### src/rtl/dprp_regs.vh
`ifndef DPRP_REGS_VH
`define DPRP_REGS_VH

// ----------------------------------------------------------------------
// Register indices; the byte address is four times the index.
// ----------------------------------------------------------------------
`define DPRP_IDX_REF_PRIORITY_ENABLE 12'h567
`define DPRP_IDX_LOOP_BW_SCALE_LOW 12'h568
`define DPRP_IDX_LOOP_BW_SCALE_HIGH 12'h569
`define DPRP_IDX_LOOP_FILTER_SELECT 12'h56A
`define DPRP_IDX_INT_DIVIDER_LOW 12'h56B
`define DPRP_IDX_INT_DIVIDER_MID 12'h56C
`define DPRP_IDX_INT_DIVIDER_TOP 12'h56D
`define DPRP_IDX_FRAC_NUMERATOR_LOW 12'h56E
`define DPRP_IDX_FRAC_NUMERATOR_MID 12'h56F
`define DPRP_IDX_FRAC_NUMERATOR_TOP 12'h570
`define DPRP_IDX_FRAC_MODULUS_LOW 12'h571
`define DPRP_IDX_FRAC_MODULUS_MID 12'h572
`define DPRP_IDX_FRAC_MODULUS_TOP 12'h573
`define DPRP_IDX_PROFILE_STATUS 12'h574

// ----------------------------------------------------------------------
// Slot numbers inside the bank.
// ----------------------------------------------------------------------
`define DPRP_NUM_SLOTS 14
`define DPRP_SLOT_PRIO 4'h0
`define DPRP_SLOT_BW_LO 4'h1
`define DPRP_SLOT_BW_HI 4'h2
`define DPRP_SLOT_FILT 4'h3
`define DPRP_SLOT_INT_LO 4'h4
`define DPRP_SLOT_INT_MID 4'h5
`define DPRP_SLOT_INT_TOP 4'h6
`define DPRP_SLOT_NUM_LO 4'h7
`define DPRP_SLOT_NUM_MID 4'h8
`define DPRP_SLOT_NUM_TOP 4'h9
`define DPRP_SLOT_MOD_LO 4'hA
`define DPRP_SLOT_MOD_MID 4'hB
`define DPRP_SLOT_MOD_TOP 4'hC
`define DPRP_SLOT_STATUS 4'hD
`define DPRP_SLOT_NONE 4'hF

// ----------------------------------------------------------------------
// Reset values.
// ----------------------------------------------------------------------
`define DPRP_RST_PRIO 8'h00
`define DPRP_RST_BW_LO 8'hF4
`define DPRP_RST_BW_HI 8'h01
`define DPRP_RST_FILT 8'h00
`define DPRP_RST_INT_LO 8'hCB
`define DPRP_RST_INT_MID 8'h07
`define DPRP_RST_INT_TOP 8'h00
`define DPRP_RST_NUM_LO 8'h04
`define DPRP_RST_NUM_MID 8'h00
`define DPRP_RST_NUM_TOP 8'h00
`define DPRP_RST_MOD_LO 8'h05
`define DPRP_RST_MOD_MID 8'h00
`define DPRP_RST_MOD_TOP 8'h00

// ----------------------------------------------------------------------
// Writable bit masks and field positions.
// ----------------------------------------------------------------------
`define DPRP_MASK_FULL 8'hFF
`define DPRP_MASK_PRIO 8'h07
`define DPRP_MASK_FILT 8'h02
`define DPRP_MASK_INT_TOP 8'h01
`define DPRP_MASK_TOP7 8'h7F
`define DPRP_MASK_NONE 8'h00
`define DPRP_BIT_ENABLE 0
`define DPRP_BIT_PRIO_LO 1
`define DPRP_BIT_PRIO_HI 2
`define DPRP_BIT_FILTER_HPM 1
`define DPRP_BIT_INT_B16 0
`define DPRP_BIT_STAT_PERMIT 0
`define DPRP_BIT_STAT_MOD_ZERO 1
`define DPRP_BIT_STAT_NUM_OVER 2

`endif

### src/rtl/dprp_unused_placeholder_removed.v
`timescale 1ns/1ns
// ----------------------------------------------------------------------
// Intentionally empty.
// ----------------------------------------------------------------------

### src/rtl/dprp_ref_profile.v
// The APB slave port was decided locally.
`timescale 1ns/1ns
`include "dprp_regs.vh"

module dprp_ref_profile #(
    parameter ADDR_W = 16
) (
    input wire pclk,
    input wire presetn,
    input wire psel,
    input wire penable,
    input wire pwrite,
    input wire [ADDR_W-1:0] paddr,
    input wire [31:0] pwdata,
    input wire [3:0] pstrb,
    output wire [31:0] prdata,
    output wire pready,
    output wire pslverr,
    output wire [1:0] reference_priority_level,
    output wire reference_lock_permit,
    output wire [15:0] loop_bw_scale,
    output wire loop_filter_high_pm,
    output wire [16:0] integer_feedback_divider_m1,
    output wire [17:0] integer_feedback_divider,
    output wire [22:0] fraction_numerator,
    output wire [22:0] fraction_modulus,
    output wire fraction_valid
);

    // ------------------------------------------------------------------
    // Decoding helpers
    // ------------------------------------------------------------------

    // Maps a word index to a bank slot, or to the no-slot code.
    function [3:0] slot_of;
        input [ADDR_W-3:0] idx;
        begin
            case (idx)
                `DPRP_IDX_REF_PRIORITY_ENABLE: slot_of = `DPRP_SLOT_PRIO;
                `DPRP_IDX_LOOP_BW_SCALE_LOW: slot_of = `DPRP_SLOT_BW_LO;
                `DPRP_IDX_LOOP_BW_SCALE_HIGH: slot_of = `DPRP_SLOT_BW_HI;
                `DPRP_IDX_LOOP_FILTER_SELECT: slot_of = `DPRP_SLOT_FILT;
                `DPRP_IDX_INT_DIVIDER_LOW: slot_of = `DPRP_SLOT_INT_LO;
                `DPRP_IDX_INT_DIVIDER_MID: slot_of = `DPRP_SLOT_INT_MID;
                `DPRP_IDX_INT_DIVIDER_TOP: slot_of = `DPRP_SLOT_INT_TOP;
                `DPRP_IDX_FRAC_NUMERATOR_LOW: slot_of = `DPRP_SLOT_NUM_LO;
                `DPRP_IDX_FRAC_NUMERATOR_MID: slot_of = `DPRP_SLOT_NUM_MID;
                `DPRP_IDX_FRAC_NUMERATOR_TOP: slot_of = `DPRP_SLOT_NUM_TOP;
                `DPRP_IDX_FRAC_MODULUS_LOW: slot_of = `DPRP_SLOT_MOD_LO;
                `DPRP_IDX_FRAC_MODULUS_MID: slot_of = `DPRP_SLOT_MOD_MID;
                `DPRP_IDX_FRAC_MODULUS_TOP: slot_of = `DPRP_SLOT_MOD_TOP;
                `DPRP_IDX_PROFILE_STATUS: slot_of = `DPRP_SLOT_STATUS;
                default: slot_of = `DPRP_SLOT_NONE;
            endcase
        end
    endfunction

    // Bits that software may change in each slot; all others stay zero.
    function [7:0] wmask_of;
        input [3:0] slot;
        begin
            case (slot)
                `DPRP_SLOT_PRIO: wmask_of = `DPRP_MASK_PRIO;
                `DPRP_SLOT_BW_LO: wmask_of = `DPRP_MASK_FULL;
                `DPRP_SLOT_BW_HI: wmask_of = `DPRP_MASK_FULL;
                `DPRP_SLOT_FILT: wmask_of = `DPRP_MASK_FILT;
                `DPRP_SLOT_INT_LO: wmask_of = `DPRP_MASK_FULL;
                `DPRP_SLOT_INT_MID: wmask_of = `DPRP_MASK_FULL;
                `DPRP_SLOT_INT_TOP: wmask_of = `DPRP_MASK_INT_TOP;
                `DPRP_SLOT_NUM_LO: wmask_of = `DPRP_MASK_FULL;
                `DPRP_SLOT_NUM_MID: wmask_of = `DPRP_MASK_FULL;
                `DPRP_SLOT_NUM_TOP: wmask_of = `DPRP_MASK_TOP7;
                `DPRP_SLOT_MOD_LO: wmask_of = `DPRP_MASK_FULL;
                `DPRP_SLOT_MOD_MID: wmask_of = `DPRP_MASK_FULL;
                `DPRP_SLOT_MOD_TOP: wmask_of = `DPRP_MASK_TOP7;
                default: wmask_of = `DPRP_MASK_NONE;
            endcase
        end
    endfunction

    // Reset contents of each storage slot.
    function [7:0] rst_of;
        input [3:0] slot;
        begin
            case (slot)
                `DPRP_SLOT_PRIO: rst_of = `DPRP_RST_PRIO;
                `DPRP_SLOT_BW_LO: rst_of = `DPRP_RST_BW_LO;
                `DPRP_SLOT_BW_HI: rst_of = `DPRP_RST_BW_HI;
                `DPRP_SLOT_FILT: rst_of = `DPRP_RST_FILT;
                `DPRP_SLOT_INT_LO: rst_of = `DPRP_RST_INT_LO;
                `DPRP_SLOT_INT_MID: rst_of = `DPRP_RST_INT_MID;
                `DPRP_SLOT_INT_TOP: rst_of = `DPRP_RST_INT_TOP;
                `DPRP_SLOT_NUM_LO: rst_of = `DPRP_RST_NUM_LO;
                `DPRP_SLOT_NUM_MID: rst_of = `DPRP_RST_NUM_MID;
                `DPRP_SLOT_NUM_TOP: rst_of = `DPRP_RST_NUM_TOP;
                `DPRP_SLOT_MOD_LO: rst_of = `DPRP_RST_MOD_LO;
                `DPRP_SLOT_MOD_MID: rst_of = `DPRP_RST_MOD_MID;
                `DPRP_SLOT_MOD_TOP: rst_of = `DPRP_RST_MOD_TOP;
                default: rst_of = 8'h00;
            endcase
        end
    endfunction

    // ------------------------------------------------------------------
    // Bus decode
    // ------------------------------------------------------------------

    wire setup_phase;
    wire access_phase;
    wire [3:0] req_slot;
    wire word_aligned;
    wire req_mapped;
    wire req_error;
    wire wr_fire;

    assign setup_phase = psel & ~penable;
    assign access_phase = psel & penable;
    assign word_aligned = (paddr[1:0] == 2'b00);
    assign req_slot = word_aligned ? slot_of(paddr[ADDR_W-1:2])
                                   : `DPRP_SLOT_NONE;
    assign req_mapped = (req_slot != `DPRP_SLOT_NONE);
    // The status word is read only, so a write to it is refused.
    assign req_error = ~req_mapped |
                       (pwrite & (req_slot == `DPRP_SLOT_STATUS));

    // A write lands only at the access edge; pready is high at every edge, setup included.
    assign wr_fire = access_phase & pwrite & ~req_error & pstrb[0];

    // Zero-wait slave: every access phase completes in one cycle.
    assign pready = 1'b1;
    assign pslverr = access_phase & req_error;

    // ------------------------------------------------------------------
    // Register bank
    // ------------------------------------------------------------------

    reg [7:0] bank_q [0:`DPRP_NUM_SLOTS-2];

    genvar gi;
    generate
        for (gi = 0; gi < `DPRP_NUM_SLOTS - 1; gi = gi + 1)
        begin : g_bank
            localparam [3:0] SLOT_ID = gi;
            always @(posedge pclk or negedge presetn)
            begin
                if (!presetn)
                begin
                    bank_q[gi] <= rst_of(SLOT_ID);
                end
                else if (wr_fire && (req_slot == SLOT_ID))
                begin
                    // Reserved bits stay zero whatever is written.
                    bank_q[gi] <= pwdata[7:0] & wmask_of(SLOT_ID);
                end
            end
        end
    endgenerate

    // ------------------------------------------------------------------
    // Fields seen by the loop
    // ------------------------------------------------------------------

    wire [16:0] div_m1_w;
    wire [22:0] num_w;
    wire [22:0] mod_w;

    assign reference_lock_permit =
        bank_q[`DPRP_SLOT_PRIO][`DPRP_BIT_ENABLE];
    assign reference_priority_level =
        bank_q[`DPRP_SLOT_PRIO][`DPRP_BIT_PRIO_HI:`DPRP_BIT_PRIO_LO];
    assign loop_bw_scale = {bank_q[`DPRP_SLOT_BW_HI],
                            bank_q[`DPRP_SLOT_BW_LO]};
    assign loop_filter_high_pm =
        bank_q[`DPRP_SLOT_FILT][`DPRP_BIT_FILTER_HPM];

    assign div_m1_w = {bank_q[`DPRP_SLOT_INT_TOP][`DPRP_BIT_INT_B16],
                       bank_q[`DPRP_SLOT_INT_MID],
                       bank_q[`DPRP_SLOT_INT_LO]};
    assign num_w = {bank_q[`DPRP_SLOT_NUM_TOP][6:0],
                    bank_q[`DPRP_SLOT_NUM_MID],
                    bank_q[`DPRP_SLOT_NUM_LO]};
    assign mod_w = {bank_q[`DPRP_SLOT_MOD_TOP][6:0],
                    bank_q[`DPRP_SLOT_MOD_MID],
                    bank_q[`DPRP_SLOT_MOD_LO]};

    assign integer_feedback_divider_m1 = div_m1_w;
    assign fraction_numerator = num_w;
    assign fraction_modulus = mod_w;

    // ------------------------------------------------------------------
    // Effective division terms
    // ------------------------------------------------------------------

    // The true divider and the fraction check are registered so that the
    // adder and comparator stay off the loop's timing path; they follow a
    // write one cycle later than the raw fields.
    reg [17:0] div_true_q;
    reg mod_zero_q;
    reg num_over_q;

    always @(posedge pclk or negedge presetn)
    begin
        if (!presetn)
        begin
            div_true_q <= 18'h007CC;
            mod_zero_q <= 1'b0;
            num_over_q <= 1'b0;
        end
        else
        begin
            div_true_q <= {1'b0, div_m1_w} + 18'h00001;
            mod_zero_q <= (mod_w == 23'h000000);
            num_over_q <= (num_w >= mod_w);
        end
    end

    assign integer_feedback_divider = div_true_q;
    // A fraction is usable only with a nonzero modulus above the numerator.
    assign fraction_valid = ~mod_zero_q & ~num_over_q;

    // ------------------------------------------------------------------
    // Read path
    // ------------------------------------------------------------------

    reg [7:0] rd_byte_d;
    reg [31:0] prdata_q;

    always @*
    begin
        rd_byte_d = 8'h00;
        if (req_slot == `DPRP_SLOT_STATUS)
        begin
            rd_byte_d[`DPRP_BIT_STAT_PERMIT] = reference_lock_permit;
            rd_byte_d[`DPRP_BIT_STAT_MOD_ZERO] = mod_zero_q;
            rd_byte_d[`DPRP_BIT_STAT_NUM_OVER] = num_over_q;
        end
        else if (req_mapped)
        begin
            rd_byte_d = bank_q[req_slot] & wmask_of(req_slot);
        end
    end

    // Read data is caught in the setup cycle and stands through access.
    always @(posedge pclk or negedge presetn)
    begin
        if (!presetn)
        begin
            prdata_q <= 32'h00000000;
        end
        else if (setup_phase && !pwrite)
        begin
            prdata_q <= {24'h000000, rd_byte_d};
        end
    end

    assign prdata = prdata_q;

endmodule // dprp_ref_profile

### config.mk
export PLATFORM = sky130hd
export DESIGN_NAME = dprp_ref_profile
export DESIGN_NICKNAME = d
export VERILOG_FILES = /design/src/rtl/dprp_unused_placeholder_removed.v /design/src/rtl/dprp_ref_profile.v
export VERILOG_INCLUDE_DIRS = /design/src /design/src/rtl
export SDC_FILE = /design/constraint.sdc
export NUM_CORES = 1
export LEC_CHECK = 0
export BUFFER_PORTS_ARGS = -buffer_cell sky130_fd_sc_hd__buf_4
export CAP_MARGIN = 5
export CORE_MARGIN = 8
export CORE_UTILIZATION = 53
export CTS_BUF_LIST = sky130_fd_sc_hd__clkbuf_8 sky130_fd_sc_hd__clkbuf_16
export DETAILED_ROUTE_END_ITERATION = 7
export PLACE_DENSITY_LB_ADDON = 0.12
export SETUP_SLACK_MARGIN = 0.3
export SLEW_MARGIN = 25
export SYNTH_ARGS = -nofsm -noshare
export SYNTH_HDL_FRONTEND = slang
export SYNTH_SLANG_ARGS = --single-unit
### constraint.sdc
create_clock -name pclk -period 2.9 [get_ports pclk]
set_input_delay 0.435 -clock pclk [delete_from_list [all_inputs] [get_ports pclk]]
set_output_delay 0.435 -clock pclk [all_outputs]
set_load 0.05 [all_outputs]
==> results <==
- In this run the worst path has a maximum fanout of 6.
- The slowest stage of the critical path belongs to the cell and4bb_2.
- The average vias per placed instance is 5.76.
- The die is 128 µm wide.
- The first-pass GRT wire length is 32800 µm.
- Of the cells placed in the final design, the portion with a size suffix greater than 1 is 41.5%.
- Among cell families on the critical path, the largest total delay comes from simple AND/OR/NAND/NOR gates.
- The final hold violation count is 0.
- Once the floorplan was initialized, standard cells occupied 54.7% of the core.
- The via count of the first global-routing pass is 5579.
- The routed length per instance is 22.8 µm.
- The growth of design area from synthesis to finish is 24.6%.
- After global routing the overflow that remains totals 0.
- The flow ran to the end, and the final reports show no timing, DRC or antenna violations.
- Sorting the synthesized cells by area gives the leading types as dfrtp_1 (33%), mux2_2 (10%), dfstp_2 (9.6%), ha_1 (5.7%), nand2_1 (3.7%).
- In this run the register-to-register setup slack is 0.62 ns.
- The worst register-to-register path ends at num_over_q$_DFF_PN0_.
- The first routing iteration left 367 violations.
- Max-cap violations in this run came to 0.
- Data on the critical path is required at its endpoint by 2.47 ns.
- Cells fill 68.1% of the core in the end.
- The total number of nets in the final design is 857.
- The ratio of final minimum period to clock period is 86.1%.
- The largest total area in the synthesized netlist belongs to dfrtp_1.
- The worst register-to-register path begins at fraction_modulus[2]$_DFFE_PN1P_.
- After synthesis, flip-flops and latches occupy 42.6% of the total area.
- The critical path endpoint category is a primary output.
- Entering global routing, the biggest net connects 59 pins.
- The diode insertion count for antenna repair is 0.
- Clock-pin slew was measured on the worst setup and hold paths at 0.07 ns.
- The port buffer count is 140.
- After synthesis the cells add up to 6590 µm².
- The clock drives 111 sinks.
- After layout, the minimum clock period comes to 2.50 ns.
- The I/O pin count is 193.
- The routability-driven placement congestion ratio is 0.916.
- In the layout the commonest cells are buf_4 (164), dfrtp_1 (87), nand2_1 (65), mux2_2 (59), o21ai_0 (34).
- The worst-case headroom to the max-slew limit is 53.1%.
- For this run, the number of standard cells in the final layout without fillers is 943.
- The finished cells cover 8220 µm².
- Yosys mapped the design onto 90 distinct sky130hd cell types.
- In this run the vertical extent of the chip is 128 µm.
- For this design the ratio of total power to cell area is 382 nW/µm².
- The upper clock frequency limit is 0.401 GHz.
- For this block, the routed nets add up to 21500 µm of wire.
- Setup repair after global routing left no endpoint under its margin.
- The final clock skew is 0.0111 ns.
- The final number of max-transition violations is 0.
- The count of nets left with antenna violations once routing finished came out at 0.
- The critical path goes through buf_4 > and4bb_2 > and4_4 > nand3_4 > inv_2 > ha_2 > a21oi_2 > nor3_4 > buf_6.
- The count of state elements after synthesis is 111.
- IR analysis of the VDD net gives a maximum drop of 270 µV.
- In the routed design, unresolved DRC markers number 0.
- The clock reaches the later pin of the worst-skew pair after 0.36 ns.
- After legalization and detailed placement, the total HPWL measured 16600 µm.
- The average cell area after synthesis is 10.7 µm².
- The cell depth of the worst setup path is 9.
- The fraction of synthesized cell area taken by the top area cell type is 33.0%.
- The min-delay analysis places its worst path in the category input port to asynchronous set/reset pin.
- The clock root buffer is clkbuf_16.
- The number of placed cells counting well taps is 927.
- Across all hold checks on the routed design, the worst slack comes to 0.116 ns.
- The total of endpoints with negative setup slack in the final report is 0.
- The cell depth of the worst flop-to-flop path is 9.
- The cts-stage hold buffer count is 0.
- The worst setup path is of the input port to primary output kind.
- The initial antenna violation count came to 0.
- The cell area after placement is 7870 µm².
- On the worst path, the slowest cell contributes a delay of 0.29 ns.
- The clock buffer count from CTS is 9.
- Yosys mapped a number of flops with a built-in enable equal to 0.
- The prevailing post-synth register cell is dfrtp_1.
- The library cell used most frequently in the layout, excluding fill and tap cells, is buf_4.
- The floorplan step defined a die boundary enclosing 16300 µm².
- STA puts the critical path data arrival time at 2.06 ns.
- STA classifies the critical path startpoint as an input port.
- The launch point of the worst path is paddr[13].
- For this run, the total global-route usage over all layers was measured as 26.5%.
- Row generation in the floorplan step produced 40 rows.
- The number of instances in the synthesized netlist is 616.
- The critical path buffer and inverter count is 3.
- For the pin with the worst max-slew slack, the measured transition is 0.704 ns.
- TritonCTS built the clock tree.
- The leakage power summed over all cells is 4.03 nW.
- The async set or reset register ratio after synthesis is 100%.
- The iteration count of the initial detailed-routing pass is 5.
- For the final routed database, the setup TNS stands at 0 ns.
- The maximum buffer depth of the clock tree is 2.
- The end of the critical path is pslverr.
- For this block, the via count after detailed routing is 5435.
- The total area inside the core boundary comes to 12100 µm².
- During synthesis, Yosys emitted a total of 0 warnings.
- In this run the number of H-tree levels came out at 3.
-- routing by layer --
metal,vias to the layer above,track usage (%),part of all wire (%)
met4,0,9.10,3.0
met3,37,5.20,7.0
met1,2703,32.9,42
li1,2466,-,-
met5,-,0,0
met2,229,45.0,48
-- cells in the mapped netlist, types with 5 or more instances --
library cell,number
clkbuf_1,9
xnor2_1,14
mux2_2,59
nand2_1,65
a21o_1,8
nor2_1,24
mux2i_1,14
nor2_4,6
inv_1,31
a221oi_1,8
nand3_1,12
nor2_2,5
ha_1,30
buf_4,28
nor4_1,7
nand4_1,10
dfrtp_1,87
a21oi_1,18
buf_2,5
and3_1,7
dfstp_2,24
o21ai_0,34
-- worst register-to-register path, delay by kind of cell, from the launching register on --
kind / cells / cell delay [ns]
AO/OA/AOI/OAI: 7 / 1.20
flip-flops: 1 / 0.55
buffers and inverters: 1 / 0.09
adder cells (fa/ha/maj): 1 / 0.31
-- stage by stage --
step	setup slack, ns	power [mW]
3_5_place_dp	0.0298	1.84
4_1_cts	0.303	3.16
6_report	0.403	3.14
2_1_floorplan	0.189	1.77
5_1_grt	0.293	3.24
3_3_place_gp	0.0653	1.83
-- where the power goes --
| group | leakage (nW) | internal, mW | switching (mW) |
|---|---|---|---|
| sequential | 1.32 | 1.55 | 0.0000888 |
| clock | 0.159 | 0.715 | 0.614 |
| combinational | 2.55 | 0.0637 | 0.202 |
| total | 4.03 | 2.33 | 0.816 |
-- cells by family after synthesis --
| group | count (synthesis) | synth area share, % |
|---|---|---|
| xor+xnor | 17 | 2.26 |
| fa+ha+maj | 30 | 5.69 |
| other cells | 2 | 0.114 |
| compound gates | 123 | 14.7 |
| flops | 111 | 42.6 |
| simple gates | 180 | 15.4 |
| mux | 74 | 12.5 |
| buf+inv | 79 | 6.70 |
-- how the worst min path moves through the flow --
stage                          start                                  to  slack (ns)  cells past startpoint
6_report                     presetn  fraction_numerator[18]$_DFFE_PN0P_        0.12                      1
5_1_grt                      presetn  fraction_numerator[18]$_DFFE_PN0P_        0.18                      1
4_1_cts                      presetn  fraction_numerator[22]$_DFFE_PN0P_        0.14                      1
3_5_place_dp   prdata[7]$_DFFE_PN0P_               prdata[7]$_DFFE_PN0P_        0.49                      2
3_3_place_gp   prdata[7]$_DFFE_PN0P_               prdata[7]$_DFFE_PN0P_        0.48                      2
2_1_floorplan                presetn    fraction_modulus[10]$_DFFE_PN0P_        0.14                      0
-- flip-flops by register name (all words and copies together), names as in the netlist --
register / cells
fraction_modulus: 23
reference_priority_level: 2
mod_zero_q: 1
integer_feedback_divider_m1: 17
loop_filter_high_pm: 1
integer_feedback_divider: 18
prdata: 8
reference_lock_permit: 1
num_over_q: 1
loop_bw_scale: 16
fraction_numerator: 23
-- repair_timing --
action / 4_1_cts / 5_1_grt
pin swaps: 0 / 0
cloned: 0 / 0
endpoints found under the setup margin: 1 / 2
gates resized for setup: 4 / 3
setup buffers: 0 / 0
-- final cells by class --
cell class	count	area, µm²
timing repair buffer	167	1280
sequential	111	2810
clock buffer	10	239
tap	168	210
clock inverter	6	81.3
inverter	32	120
fill	921	3840
multi-input combinational	449	3480
(Power assumes the default switching activity.)
